`config.mk`:
```
export PLATFORM = sky130hd
export DESIGN_NAME = tatw_writer
export DESIGN_NICKNAME = d
export VERILOG_FILES = /design/src/logic/tatw_pkg.sv /design/src/logic/tatw_writer.sv
export SDC_FILE = /design/constraint.sdc
export NUM_CORES = 1
export LEC_CHECK = 0
export ABC_AREA = 1
export ABC_CLOCK_PERIOD_IN_PS = 2100
export BUFFER_PORTS_ARGS = -buffer_cell sky130_fd_sc_hd__buf_2
export CAP_MARGIN = 40
export CORE_ASPECT_RATIO = 0.5
export CORE_UTILIZATION = 50
export CTS_BUF_LIST = sky130_fd_sc_hd__clkbuf_8 sky130_fd_sc_hd__clkbuf_16
export DETAILED_ROUTE_END_ITERATION = 10
export PLACE_DENSITY_LB_ADDON = 0.05
export RECOVER_POWER = 25
export SKIP_CTS_REPAIR_TIMING = 1
export SLEW_MARGIN = 20
export SYNTH_ARGS = -nofsm -noshare
export SYNTH_HDL_FRONTEND = slang
export SYNTH_SLANG_ARGS = --single-unit
```
`constraint.sdc`:
```
create_clock -name clk_sys -period 2.1 [get_ports clk_sys]
set_input_delay 0.42 -clock clk_sys [delete_from_list [all_inputs] [get_ports clk_sys]]
set_output_delay 0.42 -clock clk_sys [all_outputs]
set_load 0.01 [all_outputs]
```
`src/logic/tatw_pkg.sv`:
```
// What this block does
// - carry flag clear recirculates address unchanged; set adds one during recirculation.
// - serial address bit gates ones into the field and feeds the register back.
// - one count clear per word zeroes bit counter and address window.
// - exactly eleven address shift pulses per word, one position each.
// - fourteen address toggle pulses per word; all but the word-tail one may flip the address track.
// - every tick advances the 5-bit counter; its top bit alternates the two tracks.
// - low bits zero lets the toggle pulse write the first framing pulse.
// - from the second tick, ticks with top bit zero flip the clock track.
// - second-bit gate lets the next toggle pulse write the second framing pulse.
// - after the fourth tick the arm level lets next tick open the window.
// - inside the window a one flips the address track, a zero leaves it.
// - each address period carries 13 clock pulses plus framing and address data.
// - low bits at 1101 open word tail; next toggle pulse zeroes the counter.
// - address register clear after the index mark, first field all zeros.
// - address shift pulse is tick AND window set AND top bit zero.
// - word tail pulse counts address bits 10 and 9 as two-stage counter.
// - both those bits one sets carry flag, added on next recirculation.
// - word tail pulse comes exactly once, at the end of each word.
// - after address 3777 the clock enable drops and formatting stops.
// - head write drivers active only while the writer gate is set.
// - both tracks recorded NRZI: a one flips the level, a zero holds it.
// - index trail clears counter; after guard, switch sets gate; gate allows clock start.
package tatw_pkg;

    // register byte offsets
    localparam logic [7:0] REG_CTRL   = 8'h00;
    localparam logic [7:0] REG_GUARD  = 8'h04;
    localparam logic [7:0] REG_START  = 8'h08;
    localparam logic [7:0] REG_DIV    = 8'h0c;
    localparam logic [7:0] REG_STATUS = 8'h10;

    // field positions
    localparam int CTRL_RUN_BIT   = 0;
    localparam int CTRL_INIT_BIT  = 1;
    localparam int STAT_GATE_BIT  = 0;
    localparam int STAT_CLKEN_BIT = 1;
    localparam int STAT_DONE_BIT  = 2;
    localparam int STAT_CARRY_BIT = 3;
    localparam int STAT_SEQ_LSB   = 4;
    localparam int STAT_CNT_LSB   = 8;
    localparam int STAT_ADR_LSB   = 16;

    // bit-time counter decode points
    localparam logic [3:0]  LOW_FIRST  = 4'h0;
    localparam logic [3:0]  LOW_SECOND = 4'h1;
    localparam logic [3:0]  LOW_ARM    = 4'h2;
    localparam logic [3:0]  LOW_TAIL   = 4'hd;
    localparam logic [1:0]  TOP_WRAP   = 2'h3;
    localparam logic [10:0] ADR_LAST   = 11'h7ff;

    // timing, least times round up
    localparam int CLK_NS   = 20;
    localparam int GUARD_NS = 40000;
    localparam int START_NS = 60000;
    localparam int TICK_NS  = 2000;
    localparam int GUARD_CYC = (GUARD_NS + CLK_NS - 1) / CLK_NS;
    localparam int START_CYC = (START_NS + CLK_NS - 1) / CLK_NS;
    localparam int TICK_CYC  = (TICK_NS + CLK_NS - 1) / CLK_NS;
    localparam logic [15:0] GUARD_RST = 16'(GUARD_CYC);
    localparam logic [15:0] START_RST = 16'(START_CYC);
    localparam logic [15:0] DIV_RST   = 16'(TICK_CYC);

    localparam logic [1:0] RESP_OKAY   = 2'h0;
    localparam logic [1:0] RESP_SLVERR = 2'h2;

    typedef enum logic [1:0] {SEQ_IDLE, SEQ_ARMED, SEQ_RUN, SEQ_DONE} tatw_seq_t;

    typedef struct packed {
        logic        awvalid;
        logic [31:0] awaddr;
        logic        wvalid;
        logic [31:0] wdata;
        logic [3:0]  wstrb;
        logic        bready;
        logic        arvalid;
        logic [31:0] araddr;
        logic        rready;
    } tatw_axi_req_t;

    typedef struct packed {
        logic        awready;
        logic        wready;
        logic        bvalid;
        logic [1:0]  bresp;
        logic        arready;
        logic        rvalid;
        logic [31:0] rdata;
        logic [1:0]  rresp;
    } tatw_axi_rsp_t;

    typedef struct packed {
        tatw_seq_t   seq;
        logic        run_en;
        logic [15:0] guard_val;
        logic [15:0] start_val;
        logic [15:0] div_val;
        logic [15:0] guard_cnt;
        logic [15:0] start_cnt;
        logic [15:0] div_cnt;
        logic        idx_prev;
        logic        writer_gate;
        logic        clock_enable;
        logic        done;
        logic [4:0]  bit_cnt;
        logic        window;
        logic [10:0] addr;
        logic        carry;
        logic        timing_tgl;
        logic        addr_tgl;
        logic        aw_hold;
        logic [7:0]  aw_addr;
        logic        w_hold;
        logic [31:0] w_data;
        logic [3:0]  w_strb;
        logic        bvalid;
        logic [1:0]  bresp;
        logic        rvalid;
        logic [31:0] rdata;
        logic [1:0]  rresp;
    } tatw_state_t;

    localparam tatw_state_t TATW_RST = '{
        seq:       SEQ_IDLE,
        guard_val: GUARD_RST,
        start_val: START_RST,
        div_val:   DIV_RST,
        default:   '0
    };

endpackage

```
`src/logic/tatw_writer.sv`:
```
`timescale 1ns/1ns
`default_nettype none
module tatw_writer (
    input  wire logic                   clk_sys,
    input  wire logic                   srst,
    input  wire tatw_pkg::tatw_axi_req_t axi_req,
    output var tatw_pkg::tatw_axi_rsp_t  axi_rsp,
    input  wire logic                   index_sensor_level,
    input  wire logic                   write_switch,
    output logic                        clock_track_level,
    output logic                        address_track_level,
    output logic                        head_write_enable
);
    import tatw_pkg::*;

    tatw_state_t st_ff;
    tatw_state_t nxt_st;

    logic        index_mark_lead;
    logic        index_mark_trail;
    logic        wr_fire;
    logic        writer_init_pulse;
    logic        clock_tick;
    logic        phase_top;
    logic [3:0]  low_bits;
    logic        clock_track_pulse;
    logic        address_toggle_pulse;
    logic        first_bit_gate;
    logic        second_bit_gate;
    logic        address_window_arm;
    logic        word_tail_window;
    logic        word_tail_pulse;
    logic        count_clear_pulse;
    logic        address_shift_pulse;
    logic        serial_address_bit;
    logic        data_bit_slot;
    logic        stop_now;
    logic [15:0] div_reload;
    logic [31:0] ctrl_word;
    logic [31:0] status_word;
    logic [31:0] wr_merged;

    ////////////////////////////////////////////////////////////////////////
    function automatic logic [31:0] merge_bytes(input logic [31:0] old_val,
                                                input logic [31:0] new_val,
                                                input logic [3:0]  strb);
        logic [31:0] res;
        res = old_val;
        for (int i = 0; i < 4; i++) begin
            if (strb[i]) begin
                res[i*8 +: 8] = new_val[i*8 +: 8];
            end
        end
        return res;
    endfunction

    ////////////////////////////////////////////////////////////////////////
    // index mark edges
    assign index_mark_lead  = index_sensor_level & ~st_ff.idx_prev;
    assign index_mark_trail = ~index_sensor_level & st_ff.idx_prev;

    assign clock_tick = st_ff.clock_enable & (st_ff.div_cnt == 16'h0000);
    assign div_reload = (st_ff.div_val == 16'h0000) ? 16'h0000
                                                    : st_ff.div_val - 16'h0001;

    assign phase_top = st_ff.bit_cnt[4];
    assign low_bits  = st_ff.bit_cnt[3:0];

    assign clock_track_pulse = clock_tick & ~phase_top & (low_bits != LOW_FIRST);
    // toggle pulse only with top bit one
    assign address_toggle_pulse = clock_tick & phase_top;

    assign first_bit_gate     = (low_bits == LOW_FIRST);
    assign second_bit_gate    = (low_bits == LOW_SECOND);
    assign address_window_arm = (low_bits == LOW_ARM) & ~st_ff.window;
    assign word_tail_window   = (low_bits == LOW_TAIL);
    assign word_tail_pulse    = address_toggle_pulse & word_tail_window;
    assign count_clear_pulse  = word_tail_pulse;
    assign address_shift_pulse = clock_tick & st_ff.window & ~phase_top;
    assign serial_address_bit  = st_ff.addr[0] ^ st_ff.carry;
    assign data_bit_slot       = st_ff.window & ~word_tail_window;
    // stop once the last address was written
    assign stop_now = word_tail_pulse & (st_ff.addr == ADR_LAST);

    ////////////////////////////////////////////////////////////////////////
    // register bus decode
    assign wr_fire = st_ff.aw_hold & st_ff.w_hold & ~st_ff.bvalid;

    always_comb begin
        ctrl_word = 32'h0000_0000;
        ctrl_word[CTRL_RUN_BIT] = st_ff.run_en;
        status_word = 32'h0000_0000;
        status_word[STAT_GATE_BIT]  = st_ff.writer_gate;
        status_word[STAT_CLKEN_BIT] = st_ff.clock_enable;
        status_word[STAT_DONE_BIT]  = st_ff.done;
        status_word[STAT_CARRY_BIT] = st_ff.carry;
        status_word[STAT_SEQ_LSB +: 2] = st_ff.seq;
        status_word[STAT_CNT_LSB +: 5] = st_ff.bit_cnt;
        status_word[STAT_ADR_LSB +: 11] = st_ff.addr;
    end

    always_comb begin
        unique case (st_ff.aw_addr)
            REG_CTRL:  wr_merged = merge_bytes(ctrl_word, st_ff.w_data,
                                               st_ff.w_strb);
            REG_GUARD: wr_merged = merge_bytes({16'h0000, st_ff.guard_val},
                                               st_ff.w_data, st_ff.w_strb);
            REG_START: wr_merged = merge_bytes({16'h0000, st_ff.start_val},
                                               st_ff.w_data, st_ff.w_strb);
            REG_DIV:   wr_merged = merge_bytes({16'h0000, st_ff.div_val},
                                               st_ff.w_data, st_ff.w_strb);
            default:   wr_merged = 32'h0000_0000;
        endcase
    end

    // init is a self-clearing command bit
    assign writer_init_pulse = wr_fire & (st_ff.aw_addr == REG_CTRL)
                               & st_ff.w_strb[0] & st_ff.w_data[CTRL_INIT_BIT];

    ////////////////////////////////////////////////////////////////////////
    always_comb begin
        nxt_st = st_ff;
        nxt_st.idx_prev = index_sensor_level;

        // write channel
        if (~st_ff.aw_hold & axi_req.awvalid) begin
            nxt_st.aw_hold = 1'b1;
            nxt_st.aw_addr = axi_req.awaddr[7:0];
        end
        if (~st_ff.w_hold & axi_req.wvalid) begin
            nxt_st.w_hold = 1'b1;
            nxt_st.w_data = axi_req.wdata;
            nxt_st.w_strb = axi_req.wstrb;
        end
        if (st_ff.bvalid & axi_req.bready) begin
            nxt_st.bvalid = 1'b0;
        end
        if (wr_fire) begin
            nxt_st.aw_hold = 1'b0;
            nxt_st.w_hold  = 1'b0;
            nxt_st.bvalid  = 1'b1;
            nxt_st.bresp   = RESP_OKAY;
            unique case (st_ff.aw_addr)
                REG_CTRL:   nxt_st.run_en    = wr_merged[CTRL_RUN_BIT];
                REG_GUARD:  nxt_st.guard_val = wr_merged[15:0];
                REG_START:  nxt_st.start_val = wr_merged[15:0];
                REG_DIV:    nxt_st.div_val   = wr_merged[15:0];
                REG_STATUS: nxt_st.bresp     = RESP_OKAY;
                default:    nxt_st.bresp     = RESP_SLVERR;
            endcase
        end

        // read channel, data registered
        if (st_ff.rvalid & axi_req.rready) begin
            nxt_st.rvalid = 1'b0;
        end
        if (~st_ff.rvalid & axi_req.arvalid) begin
            nxt_st.rvalid = 1'b1;
            nxt_st.rresp  = RESP_OKAY;
            unique case (axi_req.araddr[7:0])
                REG_CTRL:   nxt_st.rdata = ctrl_word;
                REG_GUARD:  nxt_st.rdata = {16'h0000, st_ff.guard_val};
                REG_START:  nxt_st.rdata = {16'h0000, st_ff.start_val};
                REG_DIV:    nxt_st.rdata = {16'h0000, st_ff.div_val};
                REG_STATUS: nxt_st.rdata = status_word;
                default: begin
                    nxt_st.rdata = 32'h0000_0000;
                    nxt_st.rresp = RESP_SLVERR;
                end
            endcase
        end

        // divider only runs under clock enable
        if (st_ff.clock_enable) begin
            nxt_st.div_cnt = clock_tick ? div_reload
                                        : st_ff.div_cnt - 16'h0001;
        end else begin
            nxt_st.div_cnt = 16'h0000;
        end

        unique case (st_ff.seq)
            SEQ_IDLE: begin
                if (index_mark_lead & st_ff.run_en) begin
                    nxt_st.guard_cnt = st_ff.guard_val;
                    nxt_st.start_cnt = st_ff.start_val;
                    nxt_st.seq       = SEQ_ARMED;
                end
            end
            SEQ_ARMED: begin
                // gate only after guard and with switch held
                if (st_ff.guard_cnt != 16'h0000) begin
                    nxt_st.guard_cnt = st_ff.guard_cnt - 16'h0001;
                end else if (write_switch) begin
                    nxt_st.writer_gate = 1'b1;
                end
                if (st_ff.start_cnt != 16'h0000) begin
                    nxt_st.start_cnt = st_ff.start_cnt - 16'h0001;
                end else if (st_ff.writer_gate) begin
                    nxt_st.clock_enable = 1'b1;
                    nxt_st.seq          = SEQ_RUN;
                end else begin
                    nxt_st.seq = SEQ_IDLE;
                end
            end
            SEQ_RUN: begin
                if (clock_tick) begin
                    if (phase_top) begin
                        nxt_st.bit_cnt = {1'b0, low_bits + 4'h1};
                    end else begin
                        nxt_st.bit_cnt = {1'b1, low_bits};
                    end
                end
                if (clock_track_pulse) begin
                    nxt_st.timing_tgl = ~st_ff.timing_tgl;
                end
                // window opens on tick after arm
                if (clock_tick & ~phase_top & address_window_arm) begin
                    nxt_st.window = 1'b1;
                end
                if (address_toggle_pulse) begin
                    if (first_bit_gate | second_bit_gate) begin
                        nxt_st.addr_tgl = ~st_ff.addr_tgl;
                    end else if (data_bit_slot & serial_address_bit) begin
                        nxt_st.addr_tgl = ~st_ff.addr_tgl;
                    end
                end
                if (address_shift_pulse) begin
                    nxt_st.addr  = {serial_address_bit, st_ff.addr[10:1]};
                    nxt_st.carry = st_ff.carry & st_ff.addr[0];
                end
                if (count_clear_pulse) begin
                    nxt_st.bit_cnt = 5'h00;
                    nxt_st.window  = 1'b0;
                    // two-stage counter on the top bits
                    nxt_st.addr[10:9] = st_ff.addr[10:9] + 2'h1;
                    // wrap of the top bits arms the carry
                    if (st_ff.addr[10:9] == TOP_WRAP) begin
                        nxt_st.carry = 1'b1;
                    end
                end
                // drop clock enable after last address
                if (stop_now) begin
                    nxt_st.clock_enable = 1'b0;
                    nxt_st.writer_gate  = 1'b0;
                    nxt_st.seq          = SEQ_DONE;
                end
            end
            SEQ_DONE: begin
                nxt_st.clock_enable = 1'b0;
            end
        endcase

        // index trail clears counter and address outside the run state
        if (index_mark_trail & (st_ff.seq != SEQ_RUN)) begin
            nxt_st.bit_cnt = 5'h00;
            nxt_st.window  = 1'b0;
            nxt_st.addr    = 11'h000;
            nxt_st.carry   = 1'b0;
        end

        if (writer_init_pulse) begin
            nxt_st.seq          = SEQ_IDLE;
            nxt_st.writer_gate  = 1'b0;
            nxt_st.clock_enable = 1'b0;
            nxt_st.bit_cnt      = 5'h00;
            nxt_st.window       = 1'b0;
            nxt_st.addr         = 11'h000;
            nxt_st.carry        = 1'b0;
            nxt_st.guard_cnt    = 16'h0000;
            nxt_st.start_cnt    = 16'h0000;
        end
        // done is sticky; a stop in the init cycle still wins
        nxt_st.done = stop_now | (st_ff.done & ~writer_init_pulse);
    end

    always_ff @(posedge clk_sys) begin
        if (srst) begin
            st_ff <= TATW_RST;
        end else begin
            st_ff <= nxt_st;
        end
    end

    ////////////////////////////////////////////////////////////////////////
    always_comb begin
        axi_rsp.awready = ~st_ff.aw_hold;
        axi_rsp.wready  = ~st_ff.w_hold;
        axi_rsp.bvalid  = st_ff.bvalid;
        axi_rsp.bresp   = st_ff.bresp;
        axi_rsp.arready = ~st_ff.rvalid;
        axi_rsp.rvalid  = st_ff.rvalid;
        axi_rsp.rdata   = st_ff.rdata;
        axi_rsp.rresp   = st_ff.rresp;
    end

    // track levels are the NRZI flux state
    assign clock_track_level   = st_ff.timing_tgl;
    assign address_track_level = st_ff.addr_tgl;
    // drivers follow the writer gate only
    assign head_write_enable   = st_ff.writer_gate;

endmodule
`default_nettype wire

```
Word-level counts from Yosys, hierarchy flattened
Cells that the tools add are included.
{"block": "op_classes", "add_sub_neg": 6, "n_eq_ne": 25, "mux": 43, "n_bitwise": 44, "reduce_logical": 42}
{"cell": "27-bit one-hot mux with 5 select lines", "n": 1}
{"cell": "8-bit two-way mux", "n": 9}
{"cell": "16-bit two-way mux", "n": 4}
{"cell": "32-bit one-hot mux with 2 select lines", "n": 1}
{"cell": "16-bit by 1-bit subtractor with 16-bit output, second input constant", "n": 4}
{"cell": "16-bit one-hot mux with 3 select lines", "n": 1}
{"cell": "35-bit two-way mux", "n": 1}
{"cell": "8-bit by 4-bit equality test with 1-bit output, second input constant", "n": 4}
{"cell": "16-bit zero test", "n": 2}
{"cell": "32-bit two-way mux", "n": 1}
{"cell": "16-bit nonzero test", "n": 2}
{"cell": "1-bit AND", "n": 28}
{"cell": "2-bit != test, second input constant", "n": 9}
{"cell": "2-bit AND reduction", "n": 9}
{"cell": "2-bit nonzero test", "n": 9}
{"cell": "8-bit by 3-bit equality test with 1-bit output, second input constant", "n": 2}
{"cell": "8-bit by 5-bit equality test with 1-bit output, second input constant", "n": 2}
{"cell": "8-bit zero test", "n": 2}
{"cell": "2-bit two-way mux", "n": 7}
{"cell": "1-bit NOT", "n": 13}
{"cell": "12-bit two-way mux", "n": 1}
{"cell": "3-bit AND reduction", "n": 4}
{"cell": "4-bit AND reduction", "n": 3}
{"cell": "11-bit equality test, second input constant", "n": 1}
{"cell": "22 further kinds", "n": 40}
{"block": "word_totals", "regBits": 207, "output_inout_bits": 44, "wordCells": 190}

Logic depth before layout (Yosys ltp)
{"block": "logic_depth", "ltp_word": 8, "ltp_mapped": 13}

Worst setup path after synthesis
Ideal clock, no wire load.
{"block": "synth_path", "kind": "register to register", "start": "register st_ff[206] (netlist name)", "end": "register st_ff[131] (netlist name)", "setup_ps": 70, "arrival_ps": 1565, "required_ps": 2030, "slack_ps": 465, "stages_incl_launch_ff": 11, "period_less_slack_ps": 1635, "path_cell_list": "dfxtp_1 -> inv_1 -> ha_1 -> buf_2 -> nor2_1 -> nor2_1 -> nand2_2 -> inv_2 -> buf_4 -> o21ai_0 -> a21oi_1"}
{"block": "synth_between", "elab_chain_cells": 3}
{"element": "start, declared", "line": "tatw_writer.sv:16", "source": "tatw_state_t st_ff;"}
{"element": "start signal, assigned", "line": "tatw_writer.sv:280", "source": "st_ff <= nxt_st;"}
{"element": "2-bit by 1-bit equality test with 1-bit output or 2-bit zero test (tied branches)", "line": "tatw_writer.sv:181", "source": "unique case (st_ff.seq)"}
{"element": "2-bit != test (no line) or 2-bit nonzero test (tied branches)"}
{"element": "3-bit AND reduction (no line)"}
Parallel ways exist; a longest one is shown, timed or not.
A chain may end at the register's enable or synchronous reset.

Worst setup path in the final report
{"block": "layout_path", "start": "register st_ff[205] (netlist name)", "end": "register st_ff[206] (netlist name)"}
{"block": "layout_between", "elab_chain_cells": 3}
{"element": "2-bit by 1-bit equality test with 1-bit output, or another cell as far along", "line": "tatw_writer.sv:181"}
{"element": "2-bit != test (no line) or 3-bit nonzero test (tied branches)"}
{"element": "4-bit AND reduction (no line)"}
Parallel ways exist; a longest one is shown, timed or not.

==> results by stage <==
Global routing:
- The total grt overflow is 0.
- The total global-route track usage is 32.2%.
- The number of global-route vias before repair is 10000.
- Entering global routing, the biggest net connects 80 pins.
- The initial antenna violation count came to 1.
- The first global-routing pass estimated 54.1 mm of wire.

Setup path:
- Data on the critical path is required at its endpoint by 2490 ps.
- The launching element type of the critical path is a flip-flop.
- Of all nets on the critical path, the largest fanout is 9.
- The family with the most delay on the worst path is buffers and inverters.
- Walking the worst path, the cells encountered are inv_1 > ha_1 > inv_1 > o21ai_0 > nand2_1 > nand4_1 > nand2_1 > nor2_1.
- The data arrival time of the worst path is 2470 ps.
- The critical path is of the flip-flop to flip-flop type.
- The delay of the slowest critical-path stage is 570 ps.
- The cell type of the slowest stage on the worst timing path is sky130_fd_sc_hd__ha_1.
- The critical path contains buffers and inverters numbering 2 combined.
- STA classifies the critical path endpoint as a flip-flop.

Final layout:
- After the flow finishes, the layout carries non-filler instances totaling 2018.
- The library cells used most frequently in the layout, excluding fill and tap cells, are sky130_fd_sc_hd__nand2_1 (332), sky130_fd_sc_hd__nor2_1 (245), sky130_fd_sc_hd__dfxtp_1 (182).
- At the end of the flow, the number of nets in the layout was 1860.
- The antenna diode count is 0.
- The growth of design area from synthesis to finish is 11.3%.
- The share of post-route cells with drive strength above 1 is 11.5%.
- The most common cell after layout, fill and taps aside is sky130_fd_sc_hd__nand2_1.
- The final non-filler cell area is 11900 sq um.
- The post-route core utilization is 57.3%.

Floorplan:
- The die width is 209 um.
- The initial core utilization is 51.5%.
- The die covers 22000 sq um.
- During I/O placement, the number of pins put on the boundary was 153.
- The die boundary height is 105 um.
- The floorplan core area is 20700 sq um.
- The floorplan row count is 37.

Clock network:
- The clock root buffer is sky130_fd_sc_hd__clkbuf_16.
- The number of H-tree levels is 4.
- TritonCTS built the clock tree.
- The clock latency on the worst-skew pair is 450 ps.
- After clock tree synthesis, the clock-pin slew on the worst setup and hold paths is 70 ps.
- CTS saw 182 sinks.
- The clock passes through at most 2 buffers.
- The TritonCTS buffer count is 17.

Outcome:
- The final reports fail on max-capacitance violations, max-slew violations.
- The flow ran to the end, but the final reports show violations.

Detailed routing:
- In the routed design, unresolved DRC markers number 0.
- The detailed router finished its first iteration with 1103 violations.
- Dividing the detail-routed wire length by the instance count gives 17.4 um.
- The via-per-instance ratio is 5.55.
- In this run the remaining antenna-violating nets after routing total 0.
- The count of vias placed by the detailed router is 11200.
- Summed over all layers, the routed wires come to 35.1 mm.
- The pre-antenna-repair detailed-routing pass consisted of 5 iterations.

Run:
- Max-cap violations in this run came to 1.

Place:
- The instance area at placement is 11300 sq um.
- The final RePlAce weighted congestion is 0.932.
- Input and output buffers added on the ports amount to 79.
- The final HPWL from detailed placement is 26.0 mm.
- The cell count after placement is 1986.
- The post-placement setup slack is 45.4 ps.

Yosys:
- During synthesis, Yosys emitted a total of 0 warnings.
- The per-instance average area after synthesis is 6.37 sq um.
- The synthesized design spends more area on one cell type than any other, namely sky130_fd_sc_hd__dfxtp_1.
- Yosys mapped a number of flops with a built-in enable equal to 0.
- After synthesis, the cell types taking the most area are sky130_fd_sc_hd__dfxtp_1 (34%), sky130_fd_sc_hd__nand2_1 (12%), sky130_fd_sc_hd__nor2_1 (8.7%).
- The area share of the largest cell type after synthesis is 34.1%.
- Sequential elements use 34.1% of the synthesized area.
- The synthesized netlist contains 41 unique library cells.
- The post-synthesis async set-or-reset flop share is 0%.
- For this run, the leading register cell type out of synthesis is sky130_fd_sc_hd__dfxtp_1.
- In the synthesized netlist, the number of instances is 1676.
- The mapped netlist covers 10700 sq um.
- The post-synthesis register bit count is 182.

Timing:
- The number of hold violations in the final report is 0.
- The final worst setup slack is 20.3 ps.
- Headroom to the max-slew limit came out at -17.5%.
- The clock skew is 9.58 ps.
- The final critical delay including setup and external delays is 2080 ps.
- The highest clock frequency the design can meet is 481 MHz.
- The final number of max-transition violations is 80.
- The post-route fraction of the period consumed by the critical path is 99.0%.
- The transition time of the tightest slew-check pin is 1760 ps.
- Setup violations remaining at the end of the flow were counted as 0.
- Setup repair after global routing left no endpoint under its margin.
- Final hold analysis gives a worst-case slack of 188 ps.
- After routing, the total negative slack on setup checks comes to 0 ps.

Power and ir drop:
- For this design the ratio of total power to cell area is 1020 nW/um^2.
- The largest voltage drop on the vdd net is 0.664 mV.
- The overall power of the completed layout is 12.1 mW.
- In this run the static leakage power is 5.31 nW.

Hold path:
- The min-delay analysis places its worst path in the category input pin to flip-flop.
[where the power goes]
part	leakage (nW)	switching (mW)	total [mW]	internal (mW)
Combinational	3.54	3.06	4.60	1.53
Sequential	1.48	0.303	4.08	3.78
Clock	0.289	1.51	3.42	1.91
Total	5.31	4.87	12.1	7.23
[path summary, 6_finish.rpt]
kind / from / slack (ps) / depth (start not counted) / endpoint
max: st_ff[205] / 20 / 8 / st_ff[206]
min: axi_req[46] / 190 / 3 / st_ff[49]
max reg2reg: st_ff[205] / 20 / 8 / st_ff[206]
min reg2reg: axi_rsp[28] / 470 / 2 / axi_rsp[28]
[cell families after synthesis]
| kind of cell | count (synthesis) | share of synthesized area (%) |
|---|---|---|
| AO/OA/AOI/OAI | 336 | 16.2 |
| XOR/XNOR | 21 | 1.72 |
| adder cells (fa/ha/maj) | 19 | 2.23 |
| buffers and inverters | 289 | 12.2 |
| flip-flops | 182 | 34.1 |
| other | 1 | 0.0351 |
| AND/OR/NAND/NOR | 828 | 33.5 |
[metal layers]
metal	global-route usage [%]	part of all wire, %
met5	0	0
met4	9.45	1.8
met3	7.54	8.9
met2	47.3	42
met1	46.4	48
[sequential cells by signal, indices dropped and copies added, names as in the netlist]
| register | cells |
|---|---|
| address_track_level | 1 |
| axi_rsp | 31 |
| clock_track_level | 1 |
| ctrl_word | 1 |
| head_write_enable | 1 |
| low_bits | 4 |
| phase_top | 1 |
| st_ff | 142 |
[worst min-delay path, cell delays in order]
cell and delay (ps):
sky130_fd_sc_hd__buf_2 70, sky130_fd_sc_hd__nor2_1 30, sky130_fd_sc_hd__nor2_1 80
[cells in the mapped netlist, types with 18 or more instances]
library cell                 n
sky130_fd_sc_hd__a21oi_1   164
sky130_fd_sc_hd__nor2_1    248
sky130_fd_sc_hd__inv_2      18
sky130_fd_sc_hd__dfxtp_1   182
sky130_fd_sc_hd__nand3_1   180
sky130_fd_sc_hd__o21ai_0   134
sky130_fd_sc_hd__inv_1     162
sky130_fd_sc_hd__clkbuf_1   29
sky130_fd_sc_hd__o21ai_1    19
sky130_fd_sc_hd__ha_1       19
sky130_fd_sc_hd__nand2_1   332
sky130_fd_sc_hd__buf_4      43
sky130_fd_sc_hd__buf_2      26
[layout make-up]
type | count | area (sq um)
fill | 2123 | 8850
tap | 273 | 342
clock buffer | 18 | 439
clock inverter | 14 | 174
timing repair buffer | 138 | 837
sequential | 182 | 3640
inverter | 182 | 689
multi-input combinational | 1211 | 5770
Note: power is estimated with default switching activity, not from simulation.
